## src/adc_ctrl_pkg.sv

```systemverilog
package adc_ctrl_pkg;

  // ----------------------------------------------------------------
  // Clock rates and derived divider counts
  // ----------------------------------------------------------------
  localparam int CORE_CLK_HZ     = 10_000_000; // Core clock rate
  localparam int INT_CLK_SLOW_HZ = 225_000;    // Conversion clock, shutdown pin driven high
  localparam int INT_CLK_FAST_HZ = 1_800_000;  // Conversion clock, shutdown pin floating
  // Longest period rounds down so the step rate never falls below the target
  localparam int DIV_SLOW_CYC    = CORE_CLK_HZ / INT_CLK_SLOW_HZ;
  localparam int DIV_FAST_CYC    = CORE_CLK_HZ / INT_CLK_FAST_HZ;
  localparam int DIV_W           = 6;          // Divider counter width
  localparam logic [DIV_W-1:0] DIV_SLOW_LOAD = DIV_W'(DIV_SLOW_CYC - 1);
  localparam logic [DIV_W-1:0] DIV_FAST_LOAD = DIV_W'(DIV_FAST_CYC - 1);

  // ----------------------------------------------------------------
  // Result and control byte layout
  // ----------------------------------------------------------------
  localparam int RES_BITS = 10;                          // Result width
  localparam logic [3:0] RES_COUNT      = 4'ha;          // Bits shifted per result
  localparam logic [3:0] LAST_STEP      = 4'h9;          // Final approximation step
  localparam logic [3:0] START_OPEN_CNT = 4'h3;          // Bits left once result bit 3 is out
  localparam logic [3:0] CTRL_LAST_BIT  = 4'h7;          // Count at the eighth control bit
  localparam logic [3:0] TRACK_FROM_BIT = 4'h4;          // Tracking over the last four bits
  localparam int CB_SEL_HI = 6;                          // Channel select field, top
  localparam int CB_SEL_LO = 4;                          // Channel select field, bottom
  localparam int CB_UNI    = 3;                          // Unipolar select
  localparam int CB_SGL    = 2;                          // Single-ended select
  localparam int CB_PM_HI  = 1;                          // power_mode_bit_high
  localparam int CB_PM_LO  = 0;                          // power_mode_bit_low
  localparam logic [RES_BITS-1:0] SAR_INIT  = 10'h200;   // First trial code
  localparam logic [RES_BITS-1:0] RES_RESET = 10'h000;   // Result before first conversion
  localparam logic [7:0]          CTRL_FIRST = 8'h01;    // Start bit as received

  // ----------------------------------------------------------------
  // Synchroniser lanes
  // ----------------------------------------------------------------
  localparam int SY_W     = 6;
  localparam int SY_SCLK  = 0;
  localparam int SY_CS_N  = 1;
  localparam int SY_DIN   = 2;
  localparam int SY_LEVEL = 3;
  localparam int SY_FLOAT = 4;
  localparam int SY_COMP  = 5;

  // ----------------------------------------------------------------
  // Encodings
  // ----------------------------------------------------------------
  typedef enum logic [1:0] {
    PM_FULL_PD = 2'b00,
    PM_FAST_PD = 2'b01,
    PM_INT_CLK = 2'b10,
    PM_EXT_CLK = 2'b11
  } power_mode_type;

  typedef enum logic [1:0] {
    CV_IDLE = 2'b00,
    CV_INT  = 2'b01,
    CV_EXT  = 2'b10
  } conv_state_type;

  typedef enum logic [1:0] {
    PW_ON   = 2'b00,
    PW_FAST = 2'b01,
    PW_FULL = 2'b10
  } pwr_state_type;

endpackage

```

## src/pin_sync.sv

```systemverilog
`timescale 1ns/1ps
// Two-stage synchroniser for pins from outside the core clock domain
module pin_sync #(
  parameter int WIDTH = 1
) (
  input  wire logic             core_clk_i,
  input  wire logic             srst_i,
  input  wire logic [WIDTH-1:0] async_i,
  output logic      [WIDTH-1:0] sync_o
);

  logic [WIDTH-1:0] meta_q; // First stage, read only by the second

  // ----------------------------------------------------------------
  // Two flops per lane
  // ----------------------------------------------------------------
  always_ff @(posedge core_clk_i) begin
    if (srst_i) begin
      meta_q <= '0;
      sync_o <= '0;
    end else begin
      meta_q <= async_i;
      sync_o <= meta_q;
    end
  end

endmodule

```

## src/serial_adc_conversion_control.sv

```systemverilog
`timescale 1ns/1ps
// Functional notes
// - Internal mode steps run from own oscillator
// - Strobe low during internal conversion, high after
// - Result held; MSB first on falls
// - Chip select high blocks input, floats output
// - Strobe keeps driving in internal mode
// - First sampled one is the start bit
// - Conversion starts on fall after bit eight
// - Start accepted after bit three, not mid internal conversion
// - Chip select toggle lets new byte abort
// - Back-to-back conversions every fifteen clocks
// - Reset: internal mode, strobe high
// - Zeros shifted out before first conversion
// - Floating pin selects external compensation
// - Low two bits pick power and clock
// - Serial interface alive in software power-down
// - Shutdown pin low overrides power bits, conversion and input
// - Oscillator rate set by shutdown pin state
// - Power-down after conversion; start powers up
// - Hardware shutdown halts conversion at once
// - External mode: strobe pulse, ten decisions
module serial_adc_conversion_control
  import adc_ctrl_pkg::*;
(
  input  wire logic                              core_clk_i,
  input  wire logic                              srst_i,
  input  wire logic                              sclk_i,                 // Serial clock pin
  input  wire logic                              cs_n_i,                 // Chip select, low active
  input  wire logic                              din_i,                  // Serial data in
  input  wire logic                              shutdown_pin_level_i,   // Sensed pin level
  input  wire logic                              shutdown_pin_float_i,   // Pin left undriven
  input  wire logic                              comp_i,                 // Comparator decision
  output logic                                   dout_o,                 // Serial data out
  output logic                                   dout_oe_o,              // Serial out driven
  output logic                                   conversion_strobe_o,    // Strobe level
  output logic                                   conversion_strobe_oe_o, // Strobe driven
  output logic [adc_ctrl_pkg::RES_BITS-1:0]      dac_code_o,             // Trial code
  output logic                                   track_o,                // Track/hold in track
  output logic [2:0]                             channel_sel_o,          // Channel select
  output logic                                   unipolar_o,             // Unipolar input
  output logic                                   single_ended_o,         // Single-ended input
  output logic                                   converter_on_o,         // Analog core powered
  output logic                                   ref_on_o,               // Bandgap powered
  output logic                                   comp_internal_o,        // Internal compensation
  output logic                                   ext_clk_mode_o          // External clock mode
);
  import adc_ctrl_pkg::*;

  // ----------------------------------------------------------------
  // Pin synchronisers and edge detection
  // ----------------------------------------------------------------
  logic [SY_W-1:0] sy;   // Synchronised pins
  logic sclk_rise;       // Serial clock rising edge seen
  logic sclk_fall;       // Serial clock falling edge seen
  logic cs_act;          // Chip select asserted
  logic hw_off;          // Shutdown pin driven low
  logic search_ok;       // A start bit may be taken

  pin_sync #(.WIDTH(SY_W)) u_sync (
    .core_clk_i (core_clk_i),
    .srst_i     (srst_i),
    .async_i    ({comp_i, shutdown_pin_float_i, shutdown_pin_level_i, din_i, cs_n_i, sclk_i}),
    .sync_o     (sy)
  );

  // ----------------------------------------------------------------
  // State
  // ----------------------------------------------------------------
  logic                sclk_prev_q, sclk_prev_d;   // Serial clock one cycle back
  logic                cs_prev_q, cs_prev_d;       // Chip select one cycle back
  logic [7:0]          ctrl_q, ctrl_d;             // Control byte shifter
  logic [3:0]          rx_cnt_q, rx_cnt_d;         // Control bits taken, 0 while searching
  logic                ctrl_done_q, ctrl_done_d;   // Byte complete, awaiting fall
  conv_state_type      state_q, state_d;           // Conversion state
  logic                ext_q, ext_d;               // Clock mode, 1 for external
  logic                pd_pend_q, pd_pend_d;       // Power down after this conversion
  logic                pd_full_q, pd_full_d;       // Pending power-down is full
  pwr_state_type       pwr_q, pwr_d;               // Software power state
  logic [RES_BITS-1:0] trial_q, trial_d;           // Approximation register
  logic [RES_BITS-1:0] res_q, res_d;               // Stored result
  logic [3:0]          step_q, step_d;             // Approximation step
  logic [DIV_W-1:0]    div_q, div_d;               // Oscillator divider
  logic [3:0]          out_cnt_q, out_cnt_d;       // Result bits still to shift
  logic                dout_q, dout_d;             // Serial out level
  logic                dout_oe_q, dout_oe_d;       // Serial out enable
  logic                strobe_q, strobe_d;         // Strobe level
  logic                strobe_oe_q, strobe_oe_d;   // Strobe enable
  logic                toggled_q, toggled_d;       // Chip select toggled mid internal conversion
  logic                track_q, track_d;           // Tracking flag
  logic [2:0]          sel_q, sel_d;               // Latched channel select
  logic                uni_q, uni_d;               // Latched unipolar bit
  logic                sgl_q, sgl_d;               // Latched single-ended bit
  logic                conv_on_q, conv_on_d;       // Analog core on
  logic                ref_on_q, ref_on_d;         // Reference on
  logic                cint_q, cint_d;             // Internal compensation

  // One approximation step: keep or drop the bit under trial, try the next
  function automatic logic [RES_BITS-1:0] sar_step(input logic [RES_BITS-1:0] t,
                                                   input logic [3:0]          st,
                                                   input logic                keep);
    logic [RES_BITS-1:0] r;
    logic [3:0]          b;
    r    = t;
    b    = LAST_STEP - st;
    r[b] = keep;
    if (b != 4'h0) begin
      r[b - 4'h1] = 1'b1;
    end
    return r;
  endfunction

  assign sclk_rise = sy[SY_SCLK] & ~sclk_prev_q;
  assign sclk_fall = ~sy[SY_SCLK] & sclk_prev_q;
  assign cs_act    = ~sy[SY_CS_N];
  assign hw_off    = ~sy[SY_LEVEL] & ~sy[SY_FLOAT];
  // After bit three outside an internal conversion; also after a toggle
  assign search_ok = toggled_q || ((state_q != CV_INT) && (out_cnt_q <= START_OPEN_CNT));

  // ----------------------------------------------------------------
  // Next-state logic for the whole block
  // ----------------------------------------------------------------
  always_comb begin
    sclk_prev_d = sy[SY_SCLK];
    cs_prev_d   = cs_act;
    ctrl_d      = ctrl_q;
    rx_cnt_d    = rx_cnt_q;
    ctrl_done_d = ctrl_done_q;
    state_d     = state_q;
    ext_d       = ext_q;
    pd_pend_d   = pd_pend_q;
    pd_full_d   = pd_full_q;
    pwr_d       = pwr_q;
    trial_d     = trial_q;
    res_d       = res_q;
    step_d      = step_q;
    div_d       = div_q;
    out_cnt_d   = out_cnt_q;
    dout_d      = dout_q;
    strobe_d    = strobe_q;
    toggled_d   = toggled_q;
    track_d     = track_q;
    sel_d       = sel_q;
    uni_d       = uni_q;
    sgl_d       = sgl_q;

    // Input taken only with chip select asserted; in any power state
    if (sclk_rise && cs_act) begin
      if (rx_cnt_q != 4'h0) begin
        // Rest of the control byte
        ctrl_d = {ctrl_q[6:0], sy[SY_DIN]};
        if (rx_cnt_q == TRACK_FROM_BIT) begin
          track_d = 1'b1;
        end
        if (rx_cnt_q == CTRL_LAST_BIT) begin
          rx_cnt_d    = 4'h0;
          ctrl_done_d = 1'b1;
        end else begin
          rx_cnt_d = rx_cnt_q + 4'h1;
        end
      end else if (sy[SY_DIN] && search_ok && !ctrl_done_q) begin
        // First one is the start bit
        ctrl_d   = CTRL_FIRST;
        rx_cnt_d = 4'h1;
        pwr_d    = PW_ON;
      end
    end

    if (sclk_fall && cs_act) begin
      if (ctrl_done_q) begin
        // Start on the fall after bit eight; a new byte takes priority
        ctrl_done_d = 1'b0;
        track_d     = 1'b0;
        toggled_d   = 1'b0;
        sel_d       = ctrl_q[CB_SEL_HI:CB_SEL_LO];
        uni_d       = ctrl_q[CB_UNI];
        sgl_d       = ctrl_q[CB_SGL];
        trial_d     = SAR_INIT;
        step_d      = 4'h0;
        pd_pend_d   = 1'b0;
        pd_full_d   = 1'b0;
        case (ctrl_q[CB_PM_HI:CB_PM_LO])
          PM_INT_CLK: ext_d = 1'b0;
          PM_EXT_CLK: ext_d = 1'b1;
          PM_FULL_PD: begin
            pd_pend_d = 1'b1;
            pd_full_d = 1'b1;
          end
          default:    pd_pend_d = 1'b1;
        endcase
        if (ext_d) begin
          // Strobe high for one serial clock
          state_d   = CV_EXT;
          strobe_d  = 1'b1;
          out_cnt_d = RES_COUNT;
        end else begin
          state_d  = CV_INT;
          strobe_d = 1'b0;
          div_d    = sy[SY_FLOAT] ? DIV_FAST_LOAD : DIV_SLOW_LOAD;
        end
      end else if (state_q == CV_EXT) begin
        strobe_d  = 1'b0;
        dout_d    = sy[SY_COMP];
        trial_d   = sar_step(trial_q, step_q, sy[SY_COMP]);
        out_cnt_d = out_cnt_q - 4'h1;
        step_d    = step_q + 4'h1;
        if (step_q == LAST_STEP) begin
          res_d   = trial_d;
          state_d = CV_IDLE;
          if (pd_pend_q) begin
            pwr_d = pd_full_q ? PW_FULL : PW_FAST;
          end
        end
      end else if (out_cnt_q != 4'h0) begin
        // Stored result, MSB first; zeros until a first conversion
        dout_d    = res_q[out_cnt_q - 4'h1];
        out_cnt_d = out_cnt_q - 4'h1;
      end else begin
        dout_d = 1'b0;
      end
    end

    // Steps paced by the internal oscillator, not the serial clock
    if (state_q == CV_INT) begin
      if (div_q != '0) begin
        div_d = div_q - DIV_W'(1);
      end else begin
        // Rate follows the shutdown pin state
        div_d   = sy[SY_FLOAT] ? DIV_FAST_LOAD : DIV_SLOW_LOAD;
        trial_d = sar_step(trial_q, step_q, sy[SY_COMP]);
        step_d  = step_q + 4'h1;
        if (step_q == LAST_STEP) begin
          // Strobe high at completion; result held for shifting
          res_d     = trial_d;
          out_cnt_d = RES_COUNT;
          strobe_d  = 1'b1;
          state_d   = CV_IDLE;
          if (pd_pend_q) begin
            pwr_d = pd_full_q ? PW_FULL : PW_FAST;
          end
        end
      end
    end

    if (!cs_act && cs_prev_q) begin
      rx_cnt_d    = 4'h0;
      ctrl_done_d = 1'b0;
      track_d     = 1'b0;
      // Internal conversion keeps running; note the toggle
      if (state_q == CV_INT) begin
        toggled_d = 1'b1;
      end
      // External conversion cannot go on without the serial clock
      if (state_q == CV_EXT) begin
        state_d  = CV_IDLE;
        strobe_d = 1'b0;
      end
    end

    // Hardware shutdown halts at once, no completion
    if (hw_off) begin
      state_d     = CV_IDLE;
      rx_cnt_d    = 4'h0;
      ctrl_done_d = 1'b0;
      track_d     = 1'b0;
      toggled_d   = 1'b0;
      strobe_d    = ~ext_q;
    end

    dout_oe_d   = cs_act;
    // Strobe always driven in internal mode
    strobe_oe_d = cs_act || !ext_d;
    conv_on_d   = !hw_off && (pwr_d == PW_ON);
    ref_on_d    = !hw_off && (pwr_d != PW_FULL);
    cint_d      = !sy[SY_FLOAT];
  end

  // ----------------------------------------------------------------
  // Registers
  // ----------------------------------------------------------------
  always_ff @(posedge core_clk_i) begin
    if (srst_i) begin
      sclk_prev_q <= 1'b0;
      cs_prev_q   <= 1'b0;
      ctrl_q      <= 8'h00;
      rx_cnt_q    <= 4'h0;
      ctrl_done_q <= 1'b0;
      state_q     <= CV_IDLE;
      ext_q       <= 1'b0;
      pd_pend_q   <= 1'b0;
      pd_full_q   <= 1'b0;
      pwr_q       <= PW_ON;
      trial_q     <= RES_RESET;
      res_q       <= RES_RESET;
      step_q      <= 4'h0;
      div_q       <= '0;
      out_cnt_q   <= 4'h0;
      dout_q      <= 1'b0;
      dout_oe_q   <= 1'b0;
      strobe_q    <= 1'b1;
      strobe_oe_q <= 1'b1;
      toggled_q   <= 1'b0;
      track_q     <= 1'b0;
      sel_q       <= 3'h0;
      uni_q       <= 1'b0;
      sgl_q       <= 1'b0;
      conv_on_q   <= 1'b0;
      ref_on_q    <= 1'b0;
      cint_q      <= 1'b0;
    end else begin
      sclk_prev_q <= sclk_prev_d;
      cs_prev_q   <= cs_prev_d;
      ctrl_q      <= ctrl_d;
      rx_cnt_q    <= rx_cnt_d;
      ctrl_done_q <= ctrl_done_d;
      state_q     <= state_d;
      ext_q       <= ext_d;
      pd_pend_q   <= pd_pend_d;
      pd_full_q   <= pd_full_d;
      pwr_q       <= pwr_d;
      trial_q     <= trial_d;
      res_q       <= res_d;
      step_q      <= step_d;
      div_q       <= div_d;
      out_cnt_q   <= out_cnt_d;
      dout_q      <= dout_d;
      dout_oe_q   <= dout_oe_d;
      strobe_q    <= strobe_d;
      strobe_oe_q <= strobe_oe_d;
      toggled_q   <= toggled_d;
      track_q     <= track_d;
      sel_q       <= sel_d;
      uni_q       <= uni_d;
      sgl_q       <= sgl_d;
      conv_on_q   <= conv_on_d;
      ref_on_q    <= ref_on_d;
      cint_q      <= cint_d;
    end
  end

  // ----------------------------------------------------------------
  // Outputs, all straight from flops
  // ----------------------------------------------------------------
  assign dout_o                 = dout_q;
  assign dout_oe_o              = dout_oe_q;
  assign conversion_strobe_o    = strobe_q;
  assign conversion_strobe_oe_o = strobe_oe_q;
  assign dac_code_o             = trial_q;
  assign track_o                = track_q;
  assign channel_sel_o          = sel_q;
  assign unipolar_o             = uni_q;
  assign single_ended_o         = sgl_q;
  assign converter_on_o         = conv_on_q;
  assign ref_on_o               = ref_on_q;
  assign comp_internal_o        = cint_q;
  assign ext_clk_mode_o         = ext_q;

endmodule

```

## config.mk

```make
export PLATFORM = sky130hd
export DESIGN_NAME = serial_adc_conversion_control
export DESIGN_NICKNAME = d
export VERILOG_FILES = /design/src/adc_ctrl_pkg.sv /design/src/pin_sync.sv /design/src/serial_adc_conversion_control.sv
export SDC_FILE = /design/constraint.sdc
export NUM_CORES = 1
export LEC_CHECK = 0
export BUFFER_PORTS_ARGS = -buffer_cell sky130_fd_sc_hd__buf_2
export CORE_MARGIN = 2
export CORE_UTILIZATION = 35
export DETAILED_ROUTE_END_ITERATION = 12
export PLACE_DENSITY = 0.53
export SYNTH_ARGS = -nofsm -noshare
export SYNTH_HDL_FRONTEND = slang
export SYNTH_SLANG_ARGS = --single-unit
```

## constraint.sdc

```tcl
create_clock -name core_clk_i -period 5.4 [get_ports core_clk_i]
set_input_delay 0.54 -clock core_clk_i [delete_from_list [all_inputs] [get_ports core_clk_i]]
set_output_delay 0.54 -clock core_clk_i [all_outputs]
set_load 0.01 [all_outputs]
```

# Word-level counts from Yosys, hierarchy flattened
# Cells that the tools add are included.
# op_classes
n_bitwise	11
order_cmp	6
n_addsub	6
mux	100
eq_ne	10
reduce_logical	32
# ops
op	n
two-way mux 10 bit	13
two-way mux 4 bit	16
two-way mux 2 bit	23
two-way mux 6 bit	6
two-way mux 1 bit	35
less-than comparator 4 x 5 -> 1 bit (second input constant)	3
two-way mux 7 bit	2
nonzero test 4 bit	3
bitwise mux 10 bit	1
logical AND 1 bit	10
OR 10 bit	1
adder 4 x 1 -> 4 bit (second input constant)	2
demux 1 bit (select 4 bit)	2
== test 4 x 3 -> 1 bit (second input constant)	2
greater-or-equal comparator 4 x 1 -> 1 bit (second input constant)	2
subtractor 4 x 1 -> 4 bit (second input constant)	2
NOT 1 bit	7
== test 2 bit (second input constant)	3
AND reduction 2 bit	3
nonzero test 2 bit	3
nonzero test 6 bit	1
subtractor 6 x 1 -> 6 bit (second input constant)	1
binary-select mux 1 bit (select 4 bit)	1
== test 4 bit (second input constant)	1
other kinds (13)	22
# totals
out_inout_bits	24
reg_bits	80
word_cells	193
inputBits	8

# Longest topological paths before layout
# Gate-level depths: netlist of run 1.
# depth
word_depth	19
mapped_depth	9
ltp_nobuf	7

# Modules after synthesis
# A second synthesis of run 1 with hierarchy kept.
# hier_totals
cells_unflattened	435
area_unflattened_um2	3853.7
# by_module_without_submodules
mod	instances	cells_each	area_per_inst_um2
serial_adc_conversion_control	1	410	3487.1
pin_sync	1	25	366.6

# Least setup slack after synthesis of run 1
# Ideal clock, no wire load.
# synth_path
kind	register -> register
start	register step_q[1]
end	register trial_q[7] (netlist: dac_code_o[7])
synth_period_minus_slack_ns	1.932
n_path_buf	0
t_arrival_ns	1.815
path_slack_ns	3.468
setup_ns	0.117
path_stages_with_launch	8
path_cell_list	dfxtp_1 > inv_1 > ha_1 > xnor2_1 > nand3_1 > mux2i_1 > o21ai_0 > a22o_1
# synth_between
elab_chain_len	13
word_cells_on_any_way	21
# synth_lines
item	line_no	source
start: declaration	serial_adc_conversion_control.sv:82	logic [3:0] step_q, step_d;
start signal: assignment	serial_adc_conversion_control.sv:323	step_q <= step_d;
subtractor 4 bit *	serial_adc_conversion_control.sv:105	b = LAST_STEP - st;
subtractor 4 x 1 -> 4 bit (tied with other cells)	serial_adc_conversion_control.sv:108	r[b - 4'h1] = 1'b1;
less-than comparator 4 x 5 -> 1 bit (not written as such) (tied with other cells)	serial_adc_conversion_control.sv:108	
logical AND 1 bit (not written as such) / two-way mux 1 bit (equally long branches)	serial_adc_conversion_control.sv:108, serial_adc_conversion_control.sv:106	
two-way mux 1 bit (not written as such) / demux 1 bit (select 4 bit) (equally long branches)	serial_adc_conversion_control.sv:108, serial_adc_conversion_control.sv:106	
demux 1 bit (select 4 bit) / bitwise mux 10 bit (equally long branches)	serial_adc_conversion_control.sv:108, serial_adc_conversion_control.sv:106	
OR 10 bit (no line)	n/a	
two-way mux 10 bit *	serial_adc_conversion_control.sv:107	if (b != 4'h0) begin
two-way mux 10 bit	serial_adc_conversion_control.sv:201	end else if (state_q == CV_EXT) begin
two-way mux 10 bit	serial_adc_conversion_control.sv:170	if (ctrl_done_q) begin
two-way mux 10 bit	serial_adc_conversion_control.sv:169	if (sclk_fall && cs_act) begin
two-way mux 10 bit	serial_adc_conversion_control.sv:225	if (div_q != '0) begin
two-way mux 10 bit *	serial_adc_conversion_control.sv:224	if (state_q == CV_INT) begin
end signal: assignment	serial_adc_conversion_control.sv:321	trial_q <= trial_d;
end: declaration	serial_adc_conversion_control.sv:80	logic [RES_BITS-1:0] trial_q, trial_d;
# Every way passes the cells marked *; elsewhere a longest branch is shown, timed or not.
# A chain may end at the register's enable or synchronous reset.

# Worst setup path in the final report of run 1
# layout_path
start	register rx_cnt_q[0]
end	register rx_cnt_q[3]
# layout_between
elab_chain_len	3
word_cells_on_any_way	7
# layout_lines
item	line_no	source
start: declaration	serial_adc_conversion_control.sv:73	logic [3:0] rx_cnt_q, rx_cnt_d;
start signal: assignment	serial_adc_conversion_control.sv:314	rx_cnt_q <= rx_cnt_d;
adder 4 x 1 -> 4 bit (tied with other cells)	serial_adc_conversion_control.sv:159	rx_cnt_d = rx_cnt_q + 4'h1;
two-way mux 4 bit / nonzero test 2 bit (equally long branches)	n/a	
two-way mux 4 bit / AND reduction 2 bit (equally long branches)	n/a	
# Several ways; a longest one is shown, not always the timed one.

==> flow_summary.ini, run 1 <==
[clocking]
hold_buffers = 0
post_cts_buffers = 0
clockBufferDepth = 2
h-tree-depth = 3
clk_latency_ns = 0.36
clk_pin_slew_ns = 0.09
clock_sinks = 80
cts_buffers = 9
tritoncts = built
clock-root-buffer = clkbuf_8
cts_resized = 0

[timing]
finalCritPeriodShare = 0.4571
fin_worst_skew_ns = 0.01228
relSlewSlack = 0.4048
worst_slack_ns = 2.932
min_period_ns = 2.468
rsz0062_at_grt = no
fmax_ghz = 0.4051
whs_ns = 0.3843
worstMarginPinSlew_ns = 0.8927
hold_viol_final = 0
finalSetupViolations = 0
slew_violations = 0
tns_ns = 0

[pwr]
clock_power_share = 0.451
p_sw_uw = 269.2
ir_drop_uv = 119.4
power.density_nw_per_um2 = 267.3
p_seq_frac = 0.525
totalPowerFinal_mw = 1.146
power.share.switching = 0.2349
p_int_uw = 876.5
p_leak_nw = 1.643
combPwrFrac = 0.024

[critical_path]
r2r_slack_ns = 2.93
crit_start = rx_cnt_q[0]
reg2reg_depth = 7
r2r_start = rx_cnt_q[0]
critPathCaptureType = flip-flop
cp.required_ns = 5.70
cp-start-kind = flip-flop
slowest_stage = a21oi_1
cpMostUsedCell = a21oi_1
critPathMaxFanout = 12
endpoint = rx_cnt_q[3]
cp_cell_sequence = inv_1 -> ha_1 -> nor3b_1 -> nor2b_1 -> a21oi_1 -> o21ai_0 -> a21oi_1
r2r-end = rx_cnt_q[3]
cp.arrival_ns = 2.77
slowest_delay_ns = 0.75
crit_type = reg2reg

[floorplan]
rows = 38
ioPinCount = 32
coreArea_sq_um = 10750
dieWidth_microns = 108.5
die_h_microns = 108.5
initial_core_util = 0.3554
dieArea_sq_um = 11760

[grt]
grt_pass1_wl_microns = 14500
antenna_found_initial = 0
grt_max_degree = 40
grt-ovfl-total = 0
track_usage = 0.1561
grt_pass1_vias = 2952

[synthesis]
synth_seq_cells = 80
syn_nets = 448
syn_inst = 425
yosys.cell_types.count = 58
yosysSeqAreaShare = 0.4194
syn_area_per_cell_sq_um = 8.985
synthArstFlopShare = 0
synth_top_flop_cell = dfxtp_1
synth_edf_count = 0
syn_area_sq_um = 3819
synth_warnings = 0

[route]
drc = 0
drt_iter0_drc = 101
dr.pass1.iters = 4
antenna_left = 0
vias_per_cell = 5.264
wl_per_cell_microns = 14.64
num_vias = 3127
drt_wl_total_microns = 8696

[run]
cap_violations = 0

[cells_and_area]
final_nets = 472
areaGrowthSynthToFinish_pct = 12.25
fill_cells = 1107
layout.cells.non_filler = 594
drive_above_1_share = 0.1498
antenna_cells = 0
final_core_util = 0.3989
fin_area_sq_um = 4287

[placement]
place_area_sq_um = 4056
io_buffers = 31
dp_hpwl_microns = 6184
dp.cells = 578
dp_slack_ns = 2.944
gp_congestion = 0.8791

[run_status]
status = finished, final reports clean

[hold_path]
hold_path.class = in2reg
cell usage after synthesis (4+ instances only):
master	number	area (sq um)
nand3b_1	4	30.03
a22oi_1	7	52.55
mux2i_1	10	100.1
buf_2	4	20.02
ha_1	15	187.7
o21ai_0	20	100.1
a31oi_1	8	50.05
inv_1	13	48.80
nand3_1	11	55.05
nand2_1	34	127.6
nor2_1	45	168.9
a211oi_1	9	67.56
a21oi_1	29	145.1
o211a_1	8	80.08
dfxtp_1	80	1602
nand4b_1	5	43.79
xnor2_1	6	52.55
nor3_2	7	70.07
clkbuf_1	12	45.04
a22o_1	9	78.83
nor3b_1	4	30.03
nor3_1	9	45.04
nand2b_1	11	68.82
nor2b_1	18	112.6
flip-flops by register name, indices dropped and copies added, names as in the netlist, 3 cells and up, named ones only:
signal	flops
dac_code_o	10
res_q	10
ctrl_q	7
div_q	6
u_sync.meta_q	6
u_sync.sync_o	6
out_cnt_q	4
rx_cnt_q	4
step_q	4
channel_sel_o	3
placed cells by master (no fill, tap or decap), types with 2 or more instances in the layout:
cell / instances
a22oi_1: 7
nand4b_1: 5
ha_1: 15
nand4_1: 2
nand2_1: 34
mux2_2: 3
nand2b_1: 11
nor3_1: 9
dfxtp_1: 80
o31ai_1: 2
nor2b_1: 18
xor2_1: 2
o22ai_1: 2
a21oi_1: 29
bufinv_16: 2
buf_2: 31
xnor2_1: 6
a211oi_1: 9
o211a_1: 8
nor4_1: 3
a21o_1: 2
inv_1: 13
and3b_1: 2
or3_1: 2
a31oi_1: 8
inv_6: 4
clkbuf_8: 9
nor3b_1: 4
mux4_2: 2
nor3_2: 7
nor2_1: 45
nand3_1: 11
o21ai_0: 20
mux2i_1: 10
a22o_1: 9
or3b_2: 2
nand3b_1: 4
logic make-up (layout without fill, tap and decap cells):
kind of cell / after synthesis / count (layout) / synth area share
buffers and inverters: 32 / 61 / 0.03899
XOR/XNOR: 8 / 8 / 0.01835
flip-flops: 80 / 80 / 0.4194
AND/OR/NAND/NOR: 169 / 169 / 0.2408
multiplexers: 15 / 15 / 0.04685
AO/OA/AOI/OAI: 106 / 106 / 0.1864
adder cells (fa/ha/maj): 15 / 15 / 0.04915
critical path, delay by kind of cell, from the launching register on:
kind / cells / cell delay, ns
AO/OA/AOI/OAI: 3 / 1.11
AND/OR/NAND/NOR: 2 / 0.69
flip-flops: 1 / 0.35
adder cells (fa/ha/maj): 1 / 0.17
buffers and inverters: 1 / 0.08
routing by layer:
| metal | GRT usage | part of all wire | vias to the layer above |
|---|---|---|---|
| li1 | - | - | 1574 |
| met1 | 0.2180 | 0.51 | 1462 |
| met2 | 0.2295 | 0.43 | 74 |
| met3 | 0.03315 | 0.038 | 17 |
| met4 | 0.07143 | 0.020 | 0 |
| met5 | 0 | 0 | - |
worst min-delay path by stage:
| stage | start | to | slack, ns | cells after the start |
|---|---|---|---|---|
| floorplan | u_sync.meta_q[0] | u_sync.sync_o[0] | 0.41 | 1 |
| global placement | u_sync.meta_q[4] | u_sync.sync_o[4] | 0.42 | 1 |
| detailed placement | u_sync.meta_q[0] | u_sync.sync_o[0] | 0.43 | 1 |
| CTS | din_i | u_sync.meta_q[2] | 0.37 | 2 |
| global route | din_i | u_sync.meta_q[2] | 0.37 | 2 |
| finish | din_i | u_sync.meta_q[2] | 0.38 | 2 |
power by group through the flow:
stage / logic (mW) / clock network (mW) / registers (mW)
floorplan: 0.0182 / 0 / 0.614
global placement: 0.0273 / 0 / 0.615
detailed placement: 0.0275 / 0 / 0.615
CTS: 0.0276 / 0.534 / 0.601
global route: 0.0306 / 0.557 / 0.602
finish: 0.0275 / 0.517 / 0.601
layout make-up:
type                            instances  area [sq um]  share of cell area
Sequential cell                        80          1602              0.3736
Timing Repair Buffer                   32         162.7             0.03795
Tap cell                              140         175.2             0.04086
Clock buffer                            9         123.9             0.02890
Multi-Input combinational cell        313          2068              0.4825
Inverter                               13         48.80             0.01138
Clock inverter                          7         106.4             0.02481
Note: power is estimated with default switching activity, not from simulation.
==> run 2, diff against run 1 <==
- PLACE_DENSITY: 0.53 -> 0.55
- clock period: 5.4 -> 2.1 ns (I/O delays scaled with it)
==> flow_summary.ini, run 2 (same netlist as run 1, synthesis figures left out) <==
[critical_path]
slowest_delay_ns = 0.69
slowest_stage = or4b_1
cp.required_ns = 2.35
cp_cell_sequence = or4b_1 -> o22ai_4 -> and2b_1 -> buf_4 -> o211a_1 -> nor3_2
cp.arrival_ns = 2.21
crit_type = reg2reg
cp-start-kind = flip-flop
critPathMaxFanout = 18
critPathCaptureType = flip-flop
critPathTopFamily = simple AND/OR/NAND/NOR gates
path_buf_inv = 1

[placement]
dp_hpwl_microns = 6423
dp_slack_ns = 0.01184
dp.cells = 601
gp_congestion = 0.8302
io_buffers = 31

[clocking]
clock-root-buffer = clkbuf_8
clk_pin_slew_ns = 0.09
tritoncts = built
cts_buffers = 9
clk_latency_ns = 0.36
hold_buffers = 0
clockBufferDepth = 2
h-tree-depth = 3
clock_sinks = 80

[grt]
grt_pass1_wl_microns = 15030
grt_max_degree = 22
grt_pass1_vias = 3166
antenna_found_initial = 0
grt-ovfl-total = 0
track_usage = 0.1615

[run_status]
status = finished, final reports clean

[hold_path]
hold_path.class = in2reg

[timing]
min_period_ns = 1.954
worstMarginPinSlew_ns = 0.5041
fin_worst_skew_ns = 0.01206
finalSetupViolations = 0
whs_ns = 0.05572
tns_ns = 0
rsz0062_at_grt = no
relSlewSlack = 0.6635
finalCritPeriodShare = 0.9306
worst_slack_ns = 0.1457
fmax_ghz = 0.5117
slew_violations = 0
hold_viol_final = 0

[route]
dr.pass1.iters = 4
num_vias = 3199
wl_per_cell_microns = 14.24
drc = 0
drt_wl_total_microns = 8788
antenna_left = 0
drt_iter0_drc = 179
vias_per_cell = 5.185

[pwr]
ir_drop_uv = 350.9
power.density_nw_per_um2 = 616.8
p_leak_nw = 1.754

[cells_and_area]
antenna_cells = 0
final_common_cell = dfxtp_1
final_nets = 495
layout.cells.non_filler = 617
areaGrowthSynthToFinish_pct = 16.74
mostFrequentLayoutCells = 80 x dfxtp_1, 45 x nor2_1, 34 x nand2_1, 31 x buf_2, 29 x a21oi_1
final_core_util = 0.4149
drive_above_1_share = 0.2013

[floorplan]
die_h_microns = 108.5
coreArea_sq_um = 10750
initial_core_util = 0.3554
dieWidth_microns = 108.5
ioPinCount = 32
rows = 38
dieArea_sq_um = 11760

[run]
cap_violations = 0
-- run 2: cell types whose count changed in the layout (fill, tap and decap cells not counted), sizes merged --
cell | before | now
buf | 32 | 55
inv | 18 | 19
bufinv | 2 | 0
clkinvlp | 0 | 1
-- run 2: routing by layer --
metal,track usage,vias to the layer above,routed length [microns]
li1,-,1621,-
met2,0.2571,66,3975
met1,0.2170,1505,4391
met4,0.05769,0,88
met5,0,-,0
met3,0.03195,7,333
-- run 2: through the flow --
step | cell area, sq um | total power [mW]
2_1_floorplan | 3819 | 1.625
3_3_place_gp | 4242 | 1.662
3_5_place_dp | 4242 | 1.663
4_1_cts | 4433 | 2.789
5_1_grt | 4458 | 2.881
6_report | 4458 | 2.750
-- run 2: report_power, final --
part / internal (mW) / leakage (nW) / total, mW / switching [mW]
Sequential: 1.53 / 0.648 / 1.54 / 0.0109
Clock: 0.467 / 0.0966 / 1.12 / 0.657
Combinational: 0.0341 / 1.01 / 0.0820 / 0.0479
Total: 2.03 / 1.75 / 2.75 / 0.715
-- run 2: final timing paths --
path	start	slack [ns]	end	cells after the start
setup reg to reg	u_sync.sync_o[1]	0.15	res_q[8]	6
hold reg to reg	u_sync.meta_q[4]	0.44	u_sync.sync_o[4]	1
hold / removal	sclk_i	0.06	u_sync.meta_q[0]	2
setup / recovery	u_sync.sync_o[1]	0.15	res_q[8]	6
-- run 2: cell type report --
cell class / count / area [sq um]
clock buffers: 9 / 123.9
clock inverters: 7 / 67.56
fillers: 1129 / 6287
inverters: 13 / 48.80
multi-input cells: 313 / 2093
flip-flops and latches: 80 / 1602
well taps: 140 / 175.2
repair buffers: 55 / 347.8
-- run 2: what timing repair did --
| item | CTS | global route |
|---|---|---|
| resized for setup | 0 | 5 |
| setup buffers | 0 | 0 |
| endpoints found under the setup margin | 0 | 16 |
